File: src/pms_params.svh
/*
 * Offsets, field positions, reset values and timing figures of the
 * parallel input message selector.
 * Assumes a 10 MHz system clock.
 */
`ifndef PMS_PARAMS_SVH
`define PMS_PARAMS_SVH

`define PMS_CLK_HZ 10_000_000
`define PMS_ADDR_CTRL 4'h0
`define PMS_ADDR_DEBOUNCE 4'h4
`define PMS_ADDR_DISPLAY 4'h8
`define PMS_ADDR_STATUS 4'hC
`define PMS_CTRL_PRIO_BIT 0
`define PMS_CTRL_WIDE_BIT 1
`define PMS_CTRL_RESET 32'h0000_0000
`define PMS_DEB_TIME_MS 10
`define PMS_DISP_TIME_MS 2000
`define PMS_DEB_CYC (`PMS_DEB_TIME_MS * (`PMS_CLK_HZ / 1000))
`define PMS_DISP_CYC (`PMS_DISP_TIME_MS * (`PMS_CLK_HZ / 1000))
`define PMS_BANK_STEP 10'h064
`define PMS_DEFAULT_MSG 10'h011
`define PMS_DEFAULT_MSG_WIDE 10'h015
`define PMS_RESP_OKAY 2'h0
`define PMS_RESP_SLVERR 2'h2

`endif

File: src/pms_pkg.sv
/*
 * Types of the parallel input message selector.
 * Assumes pms_params.svh is on the include path.
 */
package pms_pkg;

  typedef enum logic [2:0] {
    PMS_LOOK  = 3'b001,
    PMS_CHECK = 3'b010,
    PMS_SHOW  = 3'b100
  } pms_state_e;

  typedef logic [9:0] pms_msg_t;

  typedef struct packed {
    logic first;
    pms_msg_t num;
  } pms_disp_s;

  typedef struct packed {
    logic msg_data;
    logic digit_sel1;
    logic digit_sel2;
    logic data_hold;
  } pms_ctl_s;

endpackage : pms_pkg

File: src/pms_selector.sv
/*
 * Parallel input message selector: debounces the discrete inputs and
 * the message control lines, scans them in round robin or priority
 * operation and issues display requests for programmed messages.
 * Assumes a message store that answers lkp_programmed for lkp_num in
 * the same cycle, and an AXI4-Lite master for configuration.
 */
`timescale 1ns/1ps
`include "pms_params.svh"

module pms_selector #(
  parameter int NUM_IN = 16,
  parameter logic [31:0] DEB_CYC_DEF = 32'(`PMS_DEB_CYC),
  parameter logic [31:0] DISP_CYC_DEF = 32'(`PMS_DISP_CYC)
) (
  input wire logic aclk,
  input wire logic aresetn,
  input wire logic [3:0] s_axi_awaddr,
  input wire logic s_axi_awvalid,
  output logic s_axi_awready,
  input wire logic [31:0] s_axi_wdata,
  input wire logic [3:0] s_axi_wstrb,
  input wire logic s_axi_wvalid,
  output logic s_axi_wready,
  output logic [1:0] s_axi_bresp,
  output logic s_axi_bvalid,
  input wire logic s_axi_bready,
  input wire logic [3:0] s_axi_araddr,
  input wire logic s_axi_arvalid,
  output logic s_axi_arready,
  output logic [31:0] s_axi_rdata,
  output logic [1:0] s_axi_rresp,
  output logic s_axi_rvalid,
  input wire logic s_axi_rready,
  input wire logic [NUM_IN-1:0] par_in,
  input wire pms_pkg::pms_ctl_s ctl_in,
  output pms_pkg::pms_msg_t lkp_num,
  input wire logic lkp_programmed,
  output logic disp_req,
  output pms_pkg::pms_disp_s disp,
  output logic notice_req
);
  import pms_pkg::*;

  localparam int NL = NUM_IN + 4;
  localparam int HOLD = NUM_IN + 3;
  localparam logic [31:0] CTRL_RST = `PMS_CTRL_RESET;

  // Configuration
  logic prio_q;
  logic wide_q;
  logic [31:0] deb_cyc_q;
  logic [31:0] disp_cyc_q;

  // AXI slave state
  logic awready_q, wready_q, bvalid_q, arready_q, rvalid_q;
  logic [1:0] bresp_q, rresp_q;
  logic [31:0] rdata_q;
  logic [3:0] awaddr_q;
  logic [31:0] wdata_q;
  logic [3:0] wstrb_q;
  logic aw_have_q, w_have_q;

  // Scanner state
  pms_state_e state_q;
  logic [4:0] idx_q;
  logic [31:0] timer_q;
  logic [NL-1:0] smp_q;
  logic [NL-1:0] deb_q;
  logic [31:0] deb_cnt_q [NL];
  logic [NL-1:0] seen_q;
  logic [NL-1:0] armed_q;
  logic st_q;
  logic chg_q;
  logic hold_ok_q;
  pms_msg_t cur_q;
  pms_msg_t lkp_num_q;
  logic disp_req_q;
  pms_disp_s disp_q;
  logic notice_q;

  // Input vector: data lines, then the four control lines
  wire [NL-1:0] raw = {ctl_in.data_hold, ctl_in.digit_sel2,
                       ctl_in.digit_sel1, ctl_in.msg_data, par_in};
  wire [4:0] lines = wide_q ? 5'(NL) : 5'(NUM_IN);
  wire last_line = (idx_q == lines - 5'd1);
  wire [4:0] idx_next = last_line ? 5'd0 : idx_q + 5'd1;
  wire hold_deb = deb_q[HOLD];
  wire [2:0] bank = {deb_q[NUM_IN+2], deb_q[NUM_IN+1], deb_q[NUM_IN]};
  wire [9:0] bank_add = wide_q ? 10'h000 :
                        10'(bank) * `PMS_BANK_STEP;
  wire [9:0] line_num = 10'(idx_q) + 10'd1;
  wire cur_st = deb_q[idx_q];
  wire [9:0] rr_num = (cur_st ? line_num : line_num + 10'(lines))
                      + bank_add;
  wire [9:0] def_num = wide_q ? `PMS_DEFAULT_MSG_WIDE : `PMS_DEFAULT_MSG;
  wire gate_ok = wide_q | hold_ok_q;

  // Lowest active input wins
  logic pri_any;
  logic [4:0] pri_idx;
  always_comb begin
    pri_any = 1'b0;
    pri_idx = 5'd0;
    for (int i = NL - 1; i >= 0; i--) begin
      if (deb_q[i] && (i < int'(lines))) begin
        pri_any = 1'b1;
        pri_idx = 5'(i);
      end
    end
  end
  wire [9:0] pri_num = pri_any ? 10'(pri_idx) + 10'd1 + bank_add
                               : def_num;
  wire is_def = (lkp_num_q == def_num);

  // Decisions taken in the check and show steps
  wire rr_hit = !prio_q && gate_ok && lkp_programmed
                && (armed_q[idx_q] || chg_q);
  wire pr_new = prio_q && gate_ok && (lkp_num_q != cur_q);
  wire pr_hit = pr_new && lkp_programmed;
  wire pr_note = pr_new && !lkp_programmed && is_def;
  wire in_check = (state_q == PMS_CHECK);
  wire show_done = (state_q == PMS_SHOW)
                   && (timer_q >= disp_cyc_q - 32'd1);
  wire advance = (in_check && !rr_hit) || show_done;

  // Per-line debounce, restarted on every change of the sample
  for (genvar g = 0; g < NL; g++) begin : g_deb
    always_ff @(posedge aclk) begin
      if (!aresetn) begin
        smp_q[g] <= 1'b0;
        deb_q[g] <= 1'b0;
        deb_cnt_q[g] <= 32'h0000_0000;
      end else begin
        smp_q[g] <= raw[g];
        if (raw[g] != smp_q[g]) begin
          deb_cnt_q[g] <= 32'h0000_0000;
        end else if (deb_cnt_q[g] < deb_cyc_q) begin
          deb_cnt_q[g] <= deb_cnt_q[g] + 32'd1;
        end else begin
          deb_q[g] <= smp_q[g];
        end
      end
    end
    p_deb: assert property (@(posedge aclk) disable iff (!aresetn)
      (deb_q[g] != $past(deb_q[g])) |->
        $past(deb_cnt_q[g]) >= $past(deb_cyc_q))
      else $error("debounce output changed early");
  end

  // Scan sequencer
  always_ff @(posedge aclk) begin
    if (!aresetn) begin
      state_q <= PMS_LOOK;
      idx_q <= 5'd0;
      timer_q <= 32'h0000_0000;
    end else begin
      case (state_q)
        PMS_LOOK: begin
          state_q <= PMS_CHECK;
        end
        PMS_CHECK: begin
          if (rr_hit) begin
            state_q <= PMS_SHOW;
            timer_q <= 32'h0000_0000;
          end else begin
            state_q <= PMS_LOOK;
            idx_q <= idx_next;
          end
        end
        PMS_SHOW: begin
          timer_q <= timer_q + 32'd1;
          if (show_done) begin
            state_q <= PMS_LOOK;
            idx_q <= idx_next;
          end
        end
        default: begin
          state_q <= PMS_LOOK;
        end
      endcase
    end
  end

  // Lookup, transition tracking and display requests
  always_ff @(posedge aclk) begin
    if (!aresetn) begin
      lkp_num_q <= 10'h000;
      st_q <= 1'b0;
      chg_q <= 1'b0;
      seen_q <= '0;
      armed_q <= '0;
      hold_ok_q <= 1'b0;
      cur_q <= 10'h000;
      disp_req_q <= 1'b0;
      disp_q <= '0;
      notice_q <= 1'b0;
    end else begin
      disp_req_q <= 1'b0;
      notice_q <= 1'b0;
      if (!hold_deb) begin
        hold_ok_q <= 1'b0;
      end else if (advance && last_line) begin
        hold_ok_q <= 1'b1;
      end
      if (state_q == PMS_LOOK) begin
        lkp_num_q <= prio_q ? pri_num : rr_num;
        st_q <= cur_st;
        chg_q <= cur_st != seen_q[idx_q];
        seen_q[idx_q] <= cur_st;
      end
      if (in_check && !prio_q) begin
        armed_q[idx_q] <= rr_hit;
      end
      if (in_check && (rr_hit || pr_hit)) begin
        disp_req_q <= 1'b1;
        disp_q.num <= lkp_num_q;
        disp_q.first <= rr_hit && chg_q;
        cur_q <= lkp_num_q;
      end
      if (in_check && pr_note) begin
        notice_q <= 1'b1;
        cur_q <= lkp_num_q;
      end
    end
  end

  // AXI4-Lite write path
  wire aw_hs = s_axi_awvalid && awready_q;
  wire w_hs = s_axi_wvalid && wready_q;
  wire do_write = aw_have_q && w_have_q && !bvalid_q;
  wire wr_hit = (awaddr_q == `PMS_ADDR_CTRL)
                || (awaddr_q == `PMS_ADDR_DEBOUNCE)
                || (awaddr_q == `PMS_ADDR_DISPLAY)
                || (awaddr_q == `PMS_ADDR_STATUS);

  function automatic logic [31:0] merge(input logic [31:0] old,
                                        input logic [31:0] nw,
                                        input logic [3:0] strb);
    logic [31:0] res;
    res = old;
    for (int b = 0; b < 4; b++) begin
      if (strb[b]) begin
        res[8*b +: 8] = nw[8*b +: 8];
      end
    end
    return res;
  endfunction : merge

  wire [31:0] ctrl_rd = {30'h0000_0000, wide_q, prio_q};
  wire [31:0] ctrl_new = merge(ctrl_rd, wdata_q, wstrb_q);

  always_ff @(posedge aclk) begin
    if (!aresetn) begin
      awready_q <= 1'b1;
      wready_q <= 1'b1;
      aw_have_q <= 1'b0;
      w_have_q <= 1'b0;
      awaddr_q <= 4'h0;
      wdata_q <= 32'h0000_0000;
      wstrb_q <= 4'h0;
      bvalid_q <= 1'b0;
      bresp_q <= `PMS_RESP_OKAY;
      prio_q <= CTRL_RST[`PMS_CTRL_PRIO_BIT];
      wide_q <= CTRL_RST[`PMS_CTRL_WIDE_BIT];
      deb_cyc_q <= DEB_CYC_DEF;
      disp_cyc_q <= DISP_CYC_DEF;
    end else begin
      if (aw_hs) begin
        awaddr_q <= {s_axi_awaddr[3:2], 2'b00};
        aw_have_q <= 1'b1;
        awready_q <= 1'b0;
      end
      if (w_hs) begin
        wdata_q <= s_axi_wdata;
        wstrb_q <= s_axi_wstrb;
        w_have_q <= 1'b1;
        wready_q <= 1'b0;
      end
      if (do_write) begin
        bvalid_q <= 1'b1;
        bresp_q <= wr_hit ? `PMS_RESP_OKAY : `PMS_RESP_SLVERR;
        aw_have_q <= 1'b0;
        w_have_q <= 1'b0;
        case (awaddr_q)
          `PMS_ADDR_CTRL: begin
            prio_q <= ctrl_new[`PMS_CTRL_PRIO_BIT];
            wide_q <= ctrl_new[`PMS_CTRL_WIDE_BIT];
          end
          `PMS_ADDR_DEBOUNCE: begin
            deb_cyc_q <= merge(deb_cyc_q, wdata_q, wstrb_q);
          end
          `PMS_ADDR_DISPLAY: begin
            disp_cyc_q <= merge(disp_cyc_q, wdata_q, wstrb_q);
          end
          default: begin
          end
        endcase
      end
      if (bvalid_q && s_axi_bready) begin
        bvalid_q <= 1'b0;
        awready_q <= 1'b1;
        wready_q <= 1'b1;
      end
    end
  end

  // AXI4-Lite read path
  wire ar_hs = s_axi_arvalid && arready_q;
  wire [3:0] ar_word = {s_axi_araddr[3:2], 2'b00};
  wire [31:0] status_rd = {11'h000, hold_ok_q, 3'(state_q),
                           2'b00, idx_q, cur_q};
  logic [31:0] rd_mux;
  logic rd_hit;
  always_comb begin
    rd_hit = 1'b1;
    case (ar_word)
      `PMS_ADDR_CTRL: rd_mux = ctrl_rd;
      `PMS_ADDR_DEBOUNCE: rd_mux = deb_cyc_q;
      `PMS_ADDR_DISPLAY: rd_mux = disp_cyc_q;
      `PMS_ADDR_STATUS: rd_mux = status_rd;
      default: begin
        rd_mux = 32'h0000_0000;
        rd_hit = 1'b0;
      end
    endcase
  end

  always_ff @(posedge aclk) begin
    if (!aresetn) begin
      arready_q <= 1'b1;
      rvalid_q <= 1'b0;
      rdata_q <= 32'h0000_0000;
      rresp_q <= `PMS_RESP_OKAY;
    end else begin
      if (ar_hs) begin
        arready_q <= 1'b0;
        rvalid_q <= 1'b1;
        rdata_q <= rd_mux;
        rresp_q <= rd_hit ? `PMS_RESP_OKAY : `PMS_RESP_SLVERR;
      end else if (rvalid_q && s_axi_rready) begin
        rvalid_q <= 1'b0;
        arready_q <= 1'b1;
      end
    end
  end

  assign s_axi_awready = awready_q;
  assign s_axi_wready = wready_q;
  assign s_axi_bvalid = bvalid_q;
  assign s_axi_bresp = bresp_q;
  assign s_axi_arready = arready_q;
  assign s_axi_rvalid = rvalid_q;
  assign s_axi_rdata = rdata_q;
  assign s_axi_rresp = rresp_q;
  assign lkp_num = lkp_num_q;
  assign disp_req = disp_req_q;
  assign disp = disp_q;
  assign notice_req = notice_q;

  // Checks
  property p_prog;
    @(posedge aclk) disable iff (!aresetn)
      disp_req_q |-> $past(lkp_programmed) && $past(in_check);
  endproperty
  a_prog: assert property (p_prog)
    else $error("display of unprogrammed message");

  property p_gate;
    @(posedge aclk) disable iff (!aresetn)
      disp_req_q |-> $past(wide_q) || $past(hold_ok_q);
  endproperty
  a_gate: assert property (p_gate)
    else $error("display without data hold");

  property p_show;
    @(posedge aclk) disable iff (!aresetn)
      (disp_req_q && !$past(prio_q)) |-> (state_q == PMS_SHOW)
        && (timer_q == 32'h0000_0000);
  endproperty
  a_show: assert property (p_show)
    else $error("scan not paused for display");

  property p_resume;
    @(posedge aclk) disable iff (!aresetn)
      show_done |=> (state_q == PMS_LOOK)
        && (idx_q == $past(idx_next));
  endproperty
  a_resume: assert property (p_resume)
    else $error("scan did not resume at next input");

  property p_time;
    @(posedge aclk) disable iff (!aresetn)
      ($past(state_q) == PMS_SHOW) && (state_q == PMS_LOOK) |->
        $past(timer_q) + 32'd1 >= $past(disp_cyc_q);
  endproperty
  a_time: assert property (p_time)
    else $error("display time cut short");

  property p_step;
    @(posedge aclk) disable iff (!aresetn)
      (in_check && !rr_hit) |=> (idx_q == $past(idx_next))
        ##1 (state_q == PMS_CHECK);
  endproperty
  a_step: assert property (p_step)
    else $error("scan order broken");

  property p_note;
    @(posedge aclk) disable iff (!aresetn)
      notice_q |-> $past(is_def) && !$past(lkp_programmed)
        && $past(prio_q);
  endproperty
  a_note: assert property (p_note)
    else $error("notice without missing default");

  property p_first;
    @(posedge aclk) disable iff (!aresetn)
      (disp_req_q && disp_q.first) |-> $past(chg_q) && !$past(prio_q);
  endproperty
  a_first: assert property (p_first)
    else $error("first display without transition");

  property p_prio;
    @(posedge aclk) disable iff (!aresetn)
      ($past(prio_q) && disp_req_q) |-> (disp_q.num == cur_q)
        && (disp_q.num != $past(cur_q));
  endproperty
  a_prio: assert property (p_prio)
    else $error("priority repeat or mismatch");

endmodule : pms_selector

File: config.mk
export PLATFORM = sky130hd
export DESIGN_NAME = pms_selector
export DESIGN_NICKNAME = d
export VERILOG_FILES = /design/src/pms_pkg.sv /design/src/pms_selector.sv
export VERILOG_INCLUDE_DIRS = /design/src
export SDC_FILE = /design/constraint.sdc
export NUM_CORES = 2
export LEC_CHECK = 0
export ABC_AREA = 0
export BUFFER_PORTS_ARGS = -buffer_cell sky130_fd_sc_hd__buf_4
export CAP_MARGIN = 40
export CORE_MARGIN = 3
export CORE_UTILIZATION = 25
export CTS_CLUSTER_DIAMETER = 30
export CTS_CLUSTER_SIZE = 20
export DETAILED_ROUTE_END_ITERATION = 10
export PLACE_DENSITY = 0.43
export SYNTH_ARGS = -nofsm -noshare
export SYNTH_HDL_FRONTEND = slang
export SYNTH_SLANG_ARGS = --single-unit
File: constraint.sdc
create_clock -name aclk -period 5.2 [get_ports aclk]
set_input_delay 0.26 -clock aclk [delete_from_list [all_inputs] [get_ports aclk]]
set_output_delay 0.26 -clock aclk [all_outputs]
set_load 0.03 [all_outputs]
==> run_results.csv <==
group,metric,value,unit
power,seqPwrFrac,31.8,%
power,power,37.1,mW
die,dieArea,0.250,mm²
clock_network,worstSkewPairLatency,0.89,ns
run_status,status,"completed",
logic_synthesis,ys_types,81,
run,drv_cap,0,
logic_synthesis,synthArstFlopShare,0,%
timing,rsz0062_at_grt,"false",
global_route,grt_use_total,15.8,%
die,rows,180,
timing,fin_crit,4.64,ns
clock_network,post_cts_resized,0,
place,hpwl,139,mm
timing,setup_ws,0.557,ns
finish,drive_gt1_share,12.2,%
detailed_routing,drt_first_iter_violations,3147,
die,pin_count,136,
timing,finalHoldViolCount,0,
worst_setup_path,crit_path_max_fanout,9,
power,clockPowerShare,48.0,%
finish,area_growth,26.9,%
clock_network,cts_setup_buffers,0,
finish,final_util,32.0,%
power,powerDensity,479,mW/mm²
worst_setup_path,critPathMaxStageDelay,0.49,ns
power,p_sw,11.3,mW
worst_setup_path,end_kind,"register",
power,combPwrFrac,20.2,%
clock_network,numClockSinks,940,
detailed_routing,vias,49600,
global_route,grt_pass1_wl,306,mm
timing,max-slew-margin-rel,26.1,%
clock_network,max-clock-path-buffers,4,
global_route,first_global_vias,49200,
place,dpl.cell_count,9625,
worst_setup_path,cp.arrival,5.39,ns
clock_network,clk_pin_slew_worst_paths,0.04,ns
logic_synthesis,synth-edff-count,640,
detailed_routing,ant_nets,0,
detailed_routing,drc,0,
worst_setup_path,critPathBufInv,0,
worst_setup_path,cp_top_family,"simple AND/OR/NAND/NOR gates",
finish,final_cell_area,0.0775,mm²
timing,worst_pin_slew,1.11,ns
worst_setup_path,r2r_cells,15,
detailed_routing,drt-pass1-iter-count,9,
global_route,antenna_found_initial,25,
finish,layout.nets,7596,
logic_synthesis,ys_warn_count,0,
detailed_routing,wl,202,mm
timing,fmax,215,MHz
logic_synthesis,synthCells,6344,
die,coreArea,0.242,mm²
die,fp.dieH,500,µm
min_path,hold_class,"primary input to register",
place,globalplace.congestion,0.832,
timing,fin_skew,0.0674,ns
timing,finalSetupViolCount,0,
min_path,holdPathStages,4,
worst_setup_path,crit_chain,"or3_4, or3b_4, or3_1, nor3_2, nand2_1, nor3_1, xnor2_1, ha_1, nand4_1, or2_2, or3_1, a31oi_1, o211a_1, a21boi_0, o21ai_0",
logic_synthesis,yosysSeqAreaShare,41.3,%
clock_network,clockRootBuffer,"clkbuf_16",
timing,slew_viol_final,0,
place,place_area,0.0668,mm²
power,switching_share,30.4,%
global_route,grt_max_degree,218,
logic_synthesis,ys_ff_latch,940,
die,initial_utilization,25.3,%
worst_setup_path,path_depth,15,
power,ir_worst_vdd,0.367,mV
logic_synthesis,syn_area_per_cell,9.63,µm²
global_route,grt_overflow,0,
place,numPortBuffers,129,
clock_network,cts_max_level,5,
worst_setup_path,crit_type,"register to register",
detailed_routing,wl_per_cell,19.7,µm
finish,stdcell_count,10300,
logic_synthesis,synth_ff_type,"edfxtp_1",
worst_setup_path,cp-start-kind,"register",
timing,post-route-period-util,89.3,%
clock_network,cts_tree,"yes",
worst_setup_path,cp.required,5.95,ns
worst_setup_path,crit_top_cell,"or3_1",
power,power_leakage,30.7,nW
logic_synthesis,netlist_area,0.0611,mm²
power,intPower,25.9,mW
detailed_routing,viasPerCell,4.84,
clock_network,cts_buffers,315,
timing,fin_tns_setup,0,ns
place,pre_cts_ws,0.619,ns
worst_setup_path,worst_path_max_delay_cell,"or3_1",
die,die_x,500,µm
timing,hold_slack,0.113,ns
cell type report:
class	instances	area, µm²
Antenna cell	3	7.51
Clock buffer	390	8470
Clock inverter	159	1510
Fill cell	24900	164000
Inverter	111	417
Multi-Input combinational cell	5098	34700
Sequential cell	940	25200
Tap cell	3185	3990
Timing Repair Buffer	364	3160
Yosys cell counts, types with 23 or more instances:
cell type | instances | area [µm²]
and4_1 | 64 | 561
o21a_1 | 31 | 233
xor2_1 | 413 | 3620
a21o_1 | 118 | 886
xnor2_1 | 260 | 2280
a21boi_0 | 108 | 811
mux2i_1 | 45 | 450
and3_1 | 167 | 1040
a221oi_1 | 43 | 377
clkbuf_1 | 183 | 687
o21ai_0 | 200 | 1000
ha_1 | 693 | 8670
edfxtp_1 | 640 | 19200
nand4_1 | 184 | 1150
o211ai_1 | 37 | 278
nand2_1 | 570 | 2140
and2_1 | 64 | 400
nor3_1 | 69 | 345
nand2b_1 | 27 | 169
inv_1 | 110 | 413
a31oi_1 | 28 | 175
dfxtp_1 | 300 | 6010
nor4_1 | 25 | 156
nor2_1 | 921 | 3460
a211oi_1 | 42 | 315
nand3_1 | 451 | 2260
nor3b_1 | 42 | 315
a21oi_1 | 181 | 906
a2111oi_0 | 23 | 201
nor2b_1 | 100 | 626
worst paths after layout:
kind,startpoint,to,slack [ns]
hold / removal,s_axi_arvalid,s_axi_arready,0.11
hold reg to reg,wdata_q[27],disp_cyc_q[27],0.44
setup / recovery,disp_cyc_q[2],idx_q[3],0.56
setup reg to reg,disp_cyc_q[2],idx_q[3],0.56
sequential cells by signal, indices dropped and copies added, names as in the netlist, 2 cells and up:
signal / flops
bank: 3
timer_q: 32
idx_q: 5
wstrb_q: 4
deb_q: 16
wdata_q: 32
state_q: 3
cur_q: 10
disp: 11
disp_cyc_q: 32
seen_q: 20
smp_q: 20
deb_cnt_q: 640
awaddr_q: 2
lkp_num: 10
s_axi_rdata: 32
deb_cyc_q: 32
armed_q: 20
cell usage in the layout, fill, tap and decap left out, types with 79 or more instances in the layout:
master / n
a21boi_0: 108
a21o_1: 118
a21oi_1: 181
and3_1: 167
buf_4: 265
clkbuf_16: 321
dfxtp_1: 298
edfxtp_1: 640
ha_1: 693
inv_1: 79
nand2_1: 570
nand3_1: 451
nand4_1: 184
nor2_1: 919
nor2b_1: 99
o21ai_0: 200
xnor2_1: 260
xor2_1: 413
routing by layer:
metal | routed length (µm) | share of wire (%) | global-route usage (%)
met5 | 13 | 0.0064 | 0
met4 | 5290 | 2.6 | 4.66
met3 | 8880 | 4.4 | 2.43
met2 | 92300 | 46 | 25.6
met1 | 95500 | 47 | 21.7
timing repair:
action / 4_1_cts / 5_1_grt
endpoints found under the hold margin: 110 / 0
hold buffers: 71 / 0
setup endpoints to repair: 0 / 0
power by group through the flow:
stage / Combinational [mW] / Clock [mW] / Sequential, mW
floorplan: 5.52 / 0 / 11.4
global placement: 7.34 / 0 / 11.9
detailed placement: 7.51 / 0 / 11.9
CTS: 7.61 / 18.2 / 11.8
global route: 8.61 / 18.6 / 12.1
finish: 7.50 / 17.8 / 11.8
cell families after synthesis:
kind of cell,after synthesis,synth area share [%]
AND/OR/NAND/NOR,2756,21.6
XOR/XNOR,673,9.65
adder cells (fa/ha/maj),694,14.2
flip-flops,940,41.3
buffers and inverters,307,1.91
other,1,0.00614
AO/OA/AOI/OAI,891,9.61
multiplexers,82,1.73
worst min-delay path, delay by kind of cell:
kind	cells	cell delay, ns
buf+inv	2	0.36
compound gates	1	0.19
simple gates	1	0.14
Power figures use the tool's default switching activity.
